**src/cmd_defines.svh**
```systemverilog
// Opcodes, CDB field positions, status and sense codes, and reset values for the local command block.
// Assumes nothing beyond a SystemVerilog compiler; included by its bare name.
`ifndef CMD_DEFINES_SVH
`define CMD_DEFINES_SVH
`define OP_IST 8'hc9
`define OP_LINES 8'hc3
`define OP_LISTEN 8'hd2
`define OP_LOCAL 8'hca
`define OP_INQUIRY 8'h12
`define CDB_LEN 3'h6
`define PAD_HI 7
`define PAD_LO 3
`define SVALID_BIT 2
`define MODE_BIT 0
`define SAD_ALL 5'h1f
`define INQ_LEN 6'h31
`define ST_GOOD 8'h00
`define ST_CHECK 8'h02
`define MSG_DONE 8'h00
`define SK_NONE 4'h0
`define SK_ILLEGAL 4'h5
`define SK_ERROR 4'hb
`define IST_RESET 1'b0
`endif

```
**src/cmd_pkg.sv**
```systemverilog
// Types shared by the command block: information transfer phases and sequencer states.
// Assumes the defines header is compiled alongside.
package cmd_pkg;
  typedef enum logic [2:0]
  {
    PH_BUS_FREE = 3'h0,
    PH_COMMAND = 3'h1,
    PH_DATA_IN = 3'h2,
    PH_STATUS = 3'h3,
    PH_MSG_IN = 3'h4
  } phase_e;
  typedef enum logic [3:0]
  {
    S_IDLE = 4'h0,
    S_CDB = 4'h1,
    S_DECODE = 4'h2,
    S_CTRL = 4'h3,
    S_WAIT_GPIB = 4'h4,
    S_DATA = 4'h5,
    S_STATUS = 4'h6,
    S_MSG = 4'h7
  } state_e;
endpackage

```
**src/data_rom.sv**
```systemverilog
`timescale 1ns/1ns
// Small inquiry data store; the read byte comes out of a register.
// Assumes one synchronous clock; addresses past the stored bytes read as zero.
module data_rom #(
  parameter int DEPTH = 49
)
(
  // Clock.
  input wire logic clk_sys,
  // Read port.
  input wire logic [5:0] addr,
  output logic [7:0] rdata
);
  logic [7:0] rdata_nxt;

  // Fixed contents; vendor and product bytes are arbitrary neutral text.
  always_comb
  begin
    case (addr)
      6'h00: rdata_nxt = 8'h9f;
      6'h02: rdata_nxt = 8'h01;
      6'h03: rdata_nxt = 8'h02;
      6'h04: rdata_nxt = 8'h2c;
      6'h27: rdata_nxt = 8'h08;
      6'h29: rdata_nxt = 8'h04;
      6'h2b: rdata_nxt = 8'h06;
      6'h2c, 6'h2d, 6'h2e, 6'h2f, 6'h30: rdata_nxt = 8'hff;
      default: rdata_nxt = ((addr >= 6'h08) && (addr <= 6'h23)) ? 8'h20 : 8'h00;
    endcase
  end

  // Registered read: data appears one cycle after the address.
  always_ff @(posedge clk_sys)
  begin
    rdata <= rdata_nxt;
  end
endmodule

```
**src/local_cmd.sv**
```systemverilog
`timescale 1ns/1ns
`include "cmd_defines.svh"
// Interpreter for the status-bit, line query, listener check, go-to-local and inquiry commands.
// Assumes a SCSI byte engine in front that hands CDB bytes in and takes data bytes out with valid/ready,
// and a GPIB engine behind that carries out controller actions and answers with a done pulse.

module local_cmd (
  // Clock and reset.
  input wire logic clk_sys,
  input wire logic rst_n,
  // CDB bytes from the SCSI engine after selection.
  input wire logic cdb_valid,
  input wire logic [7:0] cdb_byte,
  output logic cdb_ready,
  // Data In bytes toward the initiator.
  output logic din_valid,
  output logic [7:0] din_byte,
  input wire logic din_ready,
  // Status and message bytes.
  output logic stat_valid,
  output logic [7:0] stat_byte,
  input wire logic stat_ready,
  output logic msg_valid,
  output logic [7:0] msg_byte,
  input wire logic msg_ready,
  output logic [2:0] phase,
  output logic [3:0] sense_key,
  // GPIB side: line readings, controller state and requests.
  input wire logic [7:0] line_state,
  input wire logic [7:0] line_valid,
  input wire logic cic,
  input wire logic sys_ctrl_en,
  output logic ifc_req,
  output logic ren_req,
  output logic gtl_req,
  output logic listen_req,
  output logic [4:0] pad,
  output logic [4:0] sad,
  output logic sad_valid,
  output logic sad_any,
  input wire logic gpib_done,
  input wire logic listener_found,
  output logic rtl_pulse,
  output logic ist
);
  logic [7:0] cdb_r [6];
  logic [7:0] cdb_nxt [6];
  logic [2:0] cnt_r;
  logic [2:0] cnt_nxt;
  logic [5:0] left_r;
  logic [5:0] left_nxt;
  logic [5:0] idx_r;
  logic [5:0] idx_nxt;
  cmd_pkg::state_e st_r;
  cmd_pkg::state_e st_nxt;
  logic ist_r;
  logic ist_nxt;
  logic ctrl_up_r;
  logic ctrl_up_nxt;
  logic [3:0] sense_r;
  logic [3:0] sense_nxt;
  logic [7:0] stat_r;
  logic [7:0] stat_nxt;
  logic [7:0] res_r;
  logic [7:0] res_nxt;
  logic [7:0] din_r;
  logic [7:0] din_nxt;
  logic rtl_r;
  logic rtl_nxt;
  logic rom_wait_r;
  logic rom_wait_nxt;
  logic [7:0] rom_data;
  logic [7:0] op;
  logic self_target_flag;

  // Bit 2 of byte 2 flags a valid secondary address.
  function automatic logic stray_sad(input logic [7:0] b2);
    stray_sad = !b2[`SVALID_BIT] && (b2[`PAD_HI:`PAD_LO] != 5'h00);
  endfunction

  // The store is addressed with the next index, so the byte for idx_r is already registered in the cycle
  // that idx_r moves; addressing with idx_r would hand out the byte of the previous index.
  data_rom #(.DEPTH(49)) u_rom (
    .clk_sys(clk_sys),
    .addr(idx_nxt),
    .rdata(rom_data)
  );

  // Only the fields below and byte 4 (the inquiry length, read in the sequencer) are decoded; everything else in the CDB is left alone.
  assign op = cdb_r[0];
  assign self_target_flag = cdb_r[3][`MODE_BIT];
  assign pad = cdb_r[1][`PAD_HI:`PAD_LO];
  assign sad = cdb_r[2][`PAD_HI:`PAD_LO];
  assign sad_valid = cdb_r[2][`SVALID_BIT];
  assign sad_any = sad_valid && (sad == `SAD_ALL);
  assign ist = ist_r;
  assign sense_key = sense_r;
  assign rtl_pulse = rtl_r;
  assign din_byte = din_r;
  assign stat_byte = stat_r;
  assign msg_byte = `MSG_DONE;

  // Handshakes and GPIB requests are decoded from the state.
  always_comb
  begin
    cdb_ready = (st_r == cmd_pkg::S_CDB);
    din_valid = (st_r == cmd_pkg::S_DATA) && !rom_wait_r;
    stat_valid = (st_r == cmd_pkg::S_STATUS);
    msg_valid = (st_r == cmd_pkg::S_MSG);
    ifc_req = (st_r == cmd_pkg::S_CTRL);
    ren_req = (st_r == cmd_pkg::S_CTRL);
    gtl_req = (st_r == cmd_pkg::S_WAIT_GPIB) && (op == `OP_LOCAL);
    listen_req = (st_r == cmd_pkg::S_WAIT_GPIB) && (op == `OP_LISTEN);
    case (st_r)
      cmd_pkg::S_IDLE: phase = cmd_pkg::PH_BUS_FREE;
      cmd_pkg::S_DATA: phase = cmd_pkg::PH_DATA_IN;
      cmd_pkg::S_STATUS: phase = cmd_pkg::PH_STATUS;
      cmd_pkg::S_MSG: phase = cmd_pkg::PH_MSG_IN;
      default: phase = cmd_pkg::PH_COMMAND;
    endcase
  end

  // Next-state logic for the command sequencer.
  always_comb
  begin
    st_nxt = st_r;
    cdb_nxt = cdb_r;
    cnt_nxt = cnt_r;
    left_nxt = left_r;
    idx_nxt = idx_r;
    ist_nxt = ist_r;
    ctrl_up_nxt = ctrl_up_r;
    sense_nxt = sense_r;
    stat_nxt = stat_r;
    res_nxt = res_r;
    din_nxt = din_r;
    rtl_nxt = 1'b0;
    rom_wait_nxt = 1'b0;
    case (st_r)
      cmd_pkg::S_IDLE:
      begin
        cnt_nxt = 3'h0;
        if (cdb_valid)
        begin
          st_nxt = cmd_pkg::S_CDB;
        end
      end
      cmd_pkg::S_CDB:
      begin
        if (cdb_valid)
        begin
          cdb_nxt[cnt_r] = cdb_byte;
          cnt_nxt = cnt_r + 3'h1;
          if (cnt_r == `CDB_LEN - 3'h1)
          begin
            st_nxt = cmd_pkg::S_DECODE;
          end
        end
      end
      cmd_pkg::S_DECODE:
      begin
        stat_nxt = `ST_GOOD;
        sense_nxt = `SK_NONE;
        idx_nxt = 6'h00;
        st_nxt = cmd_pkg::S_DATA;
        case (op)
          `OP_IST:
          begin
            ist_nxt = cdb_r[3][`MODE_BIT];
            din_nxt = 8'h00;
            left_nxt = 6'h00;
            st_nxt = cmd_pkg::S_STATUS;
          end
          `OP_LINES:
          begin
            din_nxt = line_state;
            res_nxt = line_valid;
            left_nxt = 6'h02;
          end
          `OP_INQUIRY:
          begin
            // Length is the lesser of the request and the stored data.
            left_nxt = (cdb_r[4] > {2'h0, `INQ_LEN}) ? `INQ_LEN : cdb_r[4][5:0];
            rom_wait_nxt = 1'b1;
            if (cdb_r[4] == 8'h00)
            begin
              st_nxt = cmd_pkg::S_STATUS;
            end
          end
          `OP_LISTEN, `OP_LOCAL:
          begin
            left_nxt = (op == `OP_LISTEN) ? 6'h01 : 6'h00;
            if (op == `OP_LOCAL && self_target_flag)
            begin
              rtl_nxt = 1'b1;
              st_nxt = cmd_pkg::S_STATUS;
            end
            else if (stray_sad(cdb_r[2]))
            begin
              stat_nxt = `ST_CHECK;
              sense_nxt = `SK_ILLEGAL;
              st_nxt = cmd_pkg::S_STATUS;
            end
            else if (!ctrl_up_r && sys_ctrl_en)
            begin
              st_nxt = cmd_pkg::S_CTRL;
            end
            else if (!cic)
            begin
              stat_nxt = `ST_CHECK;
              sense_nxt = `SK_ERROR;
              st_nxt = cmd_pkg::S_STATUS;
            end
            else
            begin
              st_nxt = cmd_pkg::S_WAIT_GPIB;
            end
          end
          default:
          begin
            stat_nxt = `ST_CHECK;
            sense_nxt = `SK_ILLEGAL;
            st_nxt = cmd_pkg::S_STATUS;
          end
        endcase
      end
      cmd_pkg::S_CTRL:
      begin
        // IFC and REN are sent once; the engine reports completion.
        if (gpib_done)
        begin
          ctrl_up_nxt = 1'b1;
          st_nxt = cmd_pkg::S_WAIT_GPIB;
        end
      end
      cmd_pkg::S_WAIT_GPIB:
      begin
        if (gpib_done)
        begin
          din_nxt = {7'h00, listener_found};
          st_nxt = (op == `OP_LISTEN) ? cmd_pkg::S_DATA : cmd_pkg::S_STATUS;
        end
      end
      cmd_pkg::S_DATA:
      begin
        if (rom_wait_r)
        begin
          din_nxt = rom_data;
        end
        else if (din_ready)
        begin
          left_nxt = left_r - 6'h01;
          idx_nxt = idx_r + 6'h01;
          din_nxt = res_r; // Second byte of the line query is the mask.
          rom_wait_nxt = (op == `OP_INQUIRY);
          if (left_r == 6'h01)
          begin
            st_nxt = cmd_pkg::S_STATUS;
          end
        end
      end
      cmd_pkg::S_STATUS:
      begin
        if (stat_ready)
        begin
          st_nxt = cmd_pkg::S_MSG;
        end
      end
      cmd_pkg::S_MSG:
      begin
        if (msg_ready)
        begin
          st_nxt = cmd_pkg::S_IDLE;
        end
      end
      default: st_nxt = cmd_pkg::S_IDLE;
    endcase
  end

  // Registers only; the sequencer and ist start clear.
  always_ff @(posedge clk_sys)
  begin
    if (!rst_n)
    begin
      st_r <= cmd_pkg::S_IDLE;
      cdb_r <= '{default: 8'h00};
      cnt_r <= 3'h0;
      left_r <= 6'h00;
      idx_r <= 6'h00;
      ist_r <= `IST_RESET;
      ctrl_up_r <= 1'b0;
      sense_r <= `SK_NONE;
      stat_r <= `ST_GOOD;
      res_r <= 8'h00;
      din_r <= 8'h00;
      rtl_r <= 1'b0;
      rom_wait_r <= 1'b0;
    end
    else
    begin
      st_r <= st_nxt;
      cdb_r <= cdb_nxt;
      cnt_r <= cnt_nxt;
      left_r <= left_nxt;
      idx_r <= idx_nxt;
      ist_r <= ist_nxt;
      ctrl_up_r <= ctrl_up_nxt;
      sense_r <= sense_nxt;
      stat_r <= stat_nxt;
      res_r <= res_nxt;
      din_r <= din_nxt;
      rtl_r <= rtl_nxt;
      rom_wait_r <= rom_wait_nxt;
    end
  end
endmodule

```
**config.mk**
```make
export PLATFORM = sky130hd
export DESIGN_NAME = local_cmd
export DESIGN_NICKNAME = d
export VERILOG_FILES = /design/src/cmd_pkg.sv /design/src/data_rom.sv /design/src/local_cmd.sv
export VERILOG_INCLUDE_DIRS = /design/src
export SDC_FILE = /design/constraint.sdc
export NUM_CORES = 1
export LEC_CHECK = 0
export ABC_AREA = 1
export BUFFER_PORTS_ARGS = -buffer_cell sky130_fd_sc_hd__buf_2
export CORE_AREA = 2 2 105 107
export DETAILED_ROUTE_END_ITERATION = 8
export DIE_AREA = 0 0 107 109
export PLACE_DENSITY = 0.64
export REMOVE_ABC_BUFFERS = 1
export SETUP_SLACK_MARGIN = 0.4
export SLEW_MARGIN = 40
export SYNTH_ARGS = -nofsm -noshare
export SYNTH_HDL_FRONTEND = slang
export SYNTH_SLANG_ARGS = --single-unit
```
**constraint.sdc**
```tcl
create_clock -name clk_sys -period 3.7 [get_ports clk_sys]
set_input_delay 0.555 -clock clk_sys [delete_from_list [all_inputs] [get_ports clk_sys]]
set_output_delay 0.555 -clock clk_sys [all_outputs]
set_load 0.05 [all_outputs]
```
======== Yosys cells after proc, flatten, opt, wreduce, memory -nomap -nowiden ========
Index checks and enable logic that the tools add are counted.
cells by class
  muxes and demuxes ....................... 55
  add/sub/neg operators ................... 3
  equality and inequality tests ........... 39
  bitwise logic cells ..................... 1
  $lt $le $gt $ge ......................... 5
  reductions and logical operators ........ 31
operator list
  operator              count
  $pmux W8 S8           1
  $mux W4               14
  $bwmux W48            1
  $eq A6 B6 Y1 const B  8
  $mux W6               6
  $eq A8 B8 Y1 const B  4
  $mux W8               4
  $pmux W4 S8           1
  $demux W8 S3          1
  $pmux W6 S2           2
  $pmux W6 S4           1
  $pmux W8 S3           1
  $eq A4 B3 Y1 const B  4
  $pmux W8 S2           1
  $mux W2               7
  $eq A6 B2 Y1 const B  2
  $mux W3               4
  $pmux W3 S4           1
  $ne A2 B1 Y1 const B  5
  $ne A2 B2 Y1 const B  5
  $reduce_and A10 Y1    1
  $reduce_and A2 Y1     5
  $logic_and A1 B1 Y1   9
  $pmux W3 S3           1
  other kinds (36)      45
word-level totals
  bits of input ports ..................... 34
  register bits after elaboration ......... 107

======== Logic depth before layout (Yosys ltp) ========
  depth in word-level cells ............... 8
  depth in mapped cells ................... 14
  depth with buffers taken out ............ 14

======== Cells and area by module ========
A second synthesis with hierarchy kept.
unflattened totals
  cell total of the unflattened synthesis .. 625
  area total of the unflattened synthesis .. 4159.0 µm²
modules (own cells, without submodules)
  module     area an instance (µm²)  times used  cells each  sequential area each (µm²)
  local_cmd  3774.9                  1           576         1381.3
  data_rom   384.1                   1           49          140.1

======== Worst setup path before layout ========
OpenSTA, ideal clock, no wires.
  path kind ............................... register -> output
  from .................................... register st_r[2]
  to ...................................... output port phase[1]
  buffers on the path ..................... 1
  data arrival time ....................... 1.850 ns
  path slack .............................. 1.295 ns
  required time ........................... 3.145 ns
  cell stages (with the launch flop) ...... 6
  path through ............................ dfxtp_1 buf_4 inv_1 nor2_1 inv_1 nand2_1
between the ends
  longest elaborated chain between the ends .. 2
RTL lines
  item                    RTL line          source
  from (decl)             local_cmd.sv:54   cmd_pkg::state_e st_r;
  from (signal assigned)  local_cmd.sv:285  st_r <= cmd_pkg::S_IDLE;
  from (signal assigned)  local_cmd.sv:301  st_r <= st_nxt;
  $eq A4 B3 Y1            n/a
  named net stat_valid    local_cmd.sv:20   output logic stat_valid,
  $pmux W3 S4             local_cmd.sv:114  case (st_r)
  to (decl)               local_cmd.sv:26   output logic [2:0] phase,
The timed path passes the listed nets, and every way through them passes these cells.

======== Final worst setup path ========
  from .................................... register st_r[2]
  to ...................................... output port listen_req
between the ends
  longest elaborated chain between the ends .. 2
RTL lines
  item                 RTL line          source
  $eq A4 B3 Y1         local_cmd.sv:113  listen_req = (st_r == cmd_pkg::S_WAIT_GPIB) && (op == `OP_LISTEN);
  $logic_and A1 B1 Y1  local_cmd.sv:113
  to (decl)            local_cmd.sv:36   output logic listen_req,
No other way between the ends.

==> flow_summary.html <==
<table>
<tr><th>Metric</th><th>Value</th></tr>
<tr><th colspan="2">Outcome</th></tr>
<tr><td>Status</td><td>finished clean</td></tr>
<tr><th colspan="2">Yosys</th></tr>
<tr><td>Number of storage elements in the synthesis netlist</td><td>76</td></tr>
<tr><td>Average instance area after synthesis</td><td>~6.8 µm²</td></tr>
<tr><td>Fraction of registers with async set/reset</td><td>0</td></tr>
<tr><td>Synth warnings</td><td>0</td></tr>
<tr><td>Post-synthesis instance area</td><td>approximately 4000 µm²</td></tr>
<tr><td>Synthesized netlist cell count</td><td>600</td></tr>
<tr><td>Sequential fraction of the synthesis area</td><td>0.371</td></tr>
<tr><td>Post-synth top cells</td><td>sky130_fd_sc_hd__nand2_1, sky130_fd_sc_hd__nor2_1, sky130_fd_sc_hd__dfxtp_1, sky130_fd_sc_hd__a21oi_1, sky130_fd_sc_hd__inv_1</td></tr>
<tr><td>EDFF count, synth</td><td>0</td></tr>
<tr><td>Post-synthesis cell type with the largest combined area</td><td>sky130_fd_sc_hd__dfxtp_1</td></tr>
<tr><td>Most used flip-flop cell after synthesis</td><td>sky130_fd_sc_hd__dfxtp_1</td></tr>
<tr><td>Most common cell in the netlist</td><td>sky130_fd_sc_hd__nand2_1</td></tr>
<tr><td>Yosys cell types</td><td>just over 40</td></tr>
<tr><td>Area fraction of the dominant cell type after synthesis</td><td>0.371</td></tr>
<tr><td>Top post-synthesis cells by area</td><td>sky130_fd_sc_hd__dfxtp_1, sky130_fd_sc_hd__nand2_1, sky130_fd_sc_hd__nor2_1</td></tr>
<tr><th colspan="2">Timing</th></tr>
<tr><td>Fin. Hold Viols</td><td>0</td></tr>
<tr><td>Maximum clock rate</td><td>383 MHz</td></tr>
<tr><td>Setup violations, final</td><td>0</td></tr>
<tr><td>Relative max-transition margin</td><td>0.437</td></tr>
<tr><td>Setup Total Neg Slack</td><td>0 ns</td></tr>
<tr><td>Transition time at the pin with the least slew margin</td><td>between 0.8 and 0.9 ns</td></tr>
<tr><td>Worst hold slack across all endpoints</td><td>0.464 ns</td></tr>
<tr><td>Fin crit share</td><td>0.706</td></tr>
<tr><td>Setup clock skew after layout</td><td>between 0.015 and 0.02 ns</td></tr>
<tr><td>Final worst path period need</td><td>2.61 ns</td></tr>
<tr><td>Setup repair after global routing missed its margin</td><td>false</td></tr>
<tr><td>Pins over their slew limit</td><td>0</td></tr>
<tr><th colspan="2">Run</th></tr>
<tr><td>Max_cap viols</td><td>0</td></tr>
<tr><th colspan="2">Worst hold path</th></tr>
<tr><td>Worst hold path class</td><td>flop to flop</td></tr>
<tr><th colspan="2">Floorplan</th></tr>
<tr><td>Floorplan die width</td><td>about 110 µm</td></tr>
<tr><td>Die Y</td><td>between 100 and 150 µm</td></tr>
<tr><td>Floorplan die area</td><td>around 12000 µm²</td></tr>
<tr><td>Number of rows created at floorplan</td><td>38</td></tr>
<tr><td>Initial Utilization</td><td>0.386</td></tr>
<tr><td>Boundary pin count</td><td>87</td></tr>
<tr><td>Core box area</td><td>10600 µm²</td></tr>
<tr><th colspan="2">CTS</th></tr>
<tr><td>Number of setup buffers added after CTS</td><td>0</td></tr>
<tr><td>Clock tree root driver cell</td><td>sky130_fd_sc_hd__clkbuf_8</td></tr>
<tr><td>Number of buffers created by CTS</td><td>9</td></tr>
<tr><td>Gates resized, CTS repair</td><td>0</td></tr>
<tr><td>Hold-fix buffers at CTS</td><td>0</td></tr>
<tr><td>Number of sinks handled by clock tree synthesis</td><td>76</td></tr>
<tr><td>Number of H-tree levels</td><td>3</td></tr>
<tr><td>TritonCTS clock tree</td><td>yes</td></tr>
<tr><td>Clock slew at reported path FFs</td><td>roughly 0.09 ns</td></tr>
<tr><td>Largest buffer count on any clock path</td><td>2</td></tr>
<tr><td>Skew-Pair Late Insertion Delay</td><td>roughly 0.35 ns</td></tr>
<tr><th colspan="2">GRT</th></tr>
<tr><td>Final global-route overflow total</td><td>0</td></tr>
<tr><td>Global routing met3 resource utilization</td><td>0.0383</td></tr>
<tr><td>Total GRT Usage</td><td>0.177</td></tr>
<tr><td>Global Route met1 Usage</td><td>0.236</td></tr>
<tr><td>Antenna violations before repair</td><td>0</td></tr>
<tr><td>Busiest grt layer</td><td>met2</td></tr>
<tr><td>Met2 Resource Use GR</td><td>0.288</td></tr>
<tr><td>Maximum number of pins on one net before global-route repair</td><td>43</td></tr>
<tr><td>Number of global-route vias before repair</td><td>3586</td></tr>
<tr><td>Wire length of the first global-routing pass</td><td>16500 µm</td></tr>
<tr><th colspan="2">Power</th></tr>
<tr><td>Lkg Pwr</td><td>2.08 nW</td></tr>
<tr><td>Peak supply drop</td><td>around 0.00036 V</td></tr>
<tr><td>Areal power density over the cells</td><td>approximately 510 nW/µm²</td></tr>
<tr><td>Total power</td><td>around 2.4 mW</td></tr>
<tr><th colspan="2">Placed design</th></tr>
<tr><td>Weighted congestion at the end of routability-driven global placement</td><td>0.872</td></tr>
<tr><td>Half-perimeter wire length after detailed placement</td><td>about 7300 µm</td></tr>
<tr><td>Port-buffer cells</td><td>approximately 70</td></tr>
<tr><th colspan="2">Critical path</th></tr>
<tr><td>Kind of start point of the critical path</td><td>flop</td></tr>
<tr><td>Worst setup EP type</td><td>output port</td></tr>
<tr><td>Type of the setup path with the least slack</td><td>flop to output port</td></tr>
<tr><td>Required time worst endpoint</td><td>3.14 ns</td></tr>
<tr><td>Largest fanout of any net on the critical path</td><td>8</td></tr>
<tr><td>Crit path arrival time</td><td>a little over 2 ns</td></tr>
<tr><td>Setup slack of the most critical reg-to-reg path</td><td>between 1 and 1.5 ns</td></tr>
<tr><th colspan="2">Routing</th></tr>
<tr><td>Routed wire per std cell</td><td>12.3 µm</td></tr>
<tr><td>Via Count</td><td>between 3k and 4k</td></tr>
<tr><td>Drt first-iter violations</td><td>about 280</td></tr>
<tr><td>Post-route antenna net violation count</td><td>0</td></tr>
<tr><td>Final routed wirelength across all metal layers</td><td>9890 µm</td></tr>
<tr><td>Number of vias per cell after detailed routing</td><td>4.84</td></tr>
<tr><td>Drt drc</td><td>0</td></tr>
<tr><td>Pre-Repair DR Iteration Count</td><td>5</td></tr>
<tr><th colspan="2">Finish</th></tr>
<tr><td>Fraction of layout instances using a drive strength above 1</td><td>0.189</td></tr>
<tr><td>Layout Area Growth over Synthesis</td><td>13.4%</td></tr>
<tr><td>Post-layout nets</td><td>695</td></tr>
<tr><td>Area of combinational cells with multiple inputs</td><td>around 2100 µm²</td></tr>
<tr><td>Antenna diode count</td><td>0</td></tr>
<tr><td>Filler Cells Inserted</td><td>1089</td></tr>
<tr><td>Area taken by flip-flops and latches</td><td>between 1500 and 2000 µm²</td></tr>
</table>
stage by stage:
stage	utilization	instances	setup slack [ns]	area [µm²]
6_report	0.438	801	1.09	4650
4_1_cts	0.437	800	1.07	4640
5_1_grt	0.438	801	0.885	4650
3_3_place_gp	0.416	784	1.49	4410
3_5_place_dp	0.416	784	1.44	4410
2_1_floorplan	-	572	1.01	3870
where the power goes:
part	internal, mW	switching (mW)
registers	0.888	0.0739
logic	0.164	0.521
clock network	0.405	0.332
kinds of logic after synthesis:
family / share of synthesized area
buf+inv: 0.127
mux: 0.00489
simple gates: 0.312
xor+xnor: 0.00214
other cells: 0.000915
fa+ha+maj: 0.0153
flops: 0.371
compound gates: 0.166
placed cells by master, fill, tap and decap left out, drive strengths merged, types with 3 or more instances in the layout:
master,count
nor3,9
a211oi,3
inv,62
ha,5
a22oi,6
nor2,111
nand2,120
nand4,7
o21ai,47
conb,15
buf,73
clkbuf,10
a21oi,64
nand3,36
dfxtp,76
sequential cells by signal (all words and copies together), names as in the netlist, 2 cells and up:
| signal | count |
|---|---|
| u_rom.rdata | 7 |
| left_r | 6 |
| st_r | 3 |
| idx_r | 6 |
| din_byte | 8 |
| op | 8 |
| cdb_r | 9 |
| res_r | 8 |
| sad | 5 |
| sense_key | 2 |
| cnt_r | 3 |
| pad | 5 |
worst paths after layout:
kind	startpoint	end	cells past startpoint
hold / removal	res_r[4]	res_r[4]	2
setup / recovery	st_r[2]	listen_req	5
hold reg to reg	res_r[4]	res_r[4]	2
setup reg to reg	op[3]	din_byte[0]	9
area by class of cell:
class                           instances  share of cell area
Clock buffer                           10              0.0296
Multi-Input combinational cell        434               0.453
Sequential cell                        76               0.327
Tap cell                              140              0.0377
Timing Repair Buffer                   73              0.0797
Clock inverter                          6              0.0205
Inverter                               62              0.0517
layer usage:
| metal | vias up | share of wire |
|---|---|---|
| met5 | - | 0 |
| met3 | 6 | 0.052 |
| met4 | 0 | 0.0096 |
| met1 | 1752 | 0.49 |
| met2 | 103 | 0.44 |
| li1 | 2016 | - |
critical path, cell delays in order, from the launching register on:
cell and delay (ns):
sky130_fd_sc_hd__dfxtp_1 0.65, sky130_fd_sc_hd__inv_1 0.19, sky130_fd_sc_hd__nor3_2 0.29, sky130_fd_sc_hd__inv_1 0.13
sky130_fd_sc_hd__nor2_1 0.15, sky130_fd_sc_hd__buf_2 0.29
Note: power is estimated with default switching activity, not from simulation.
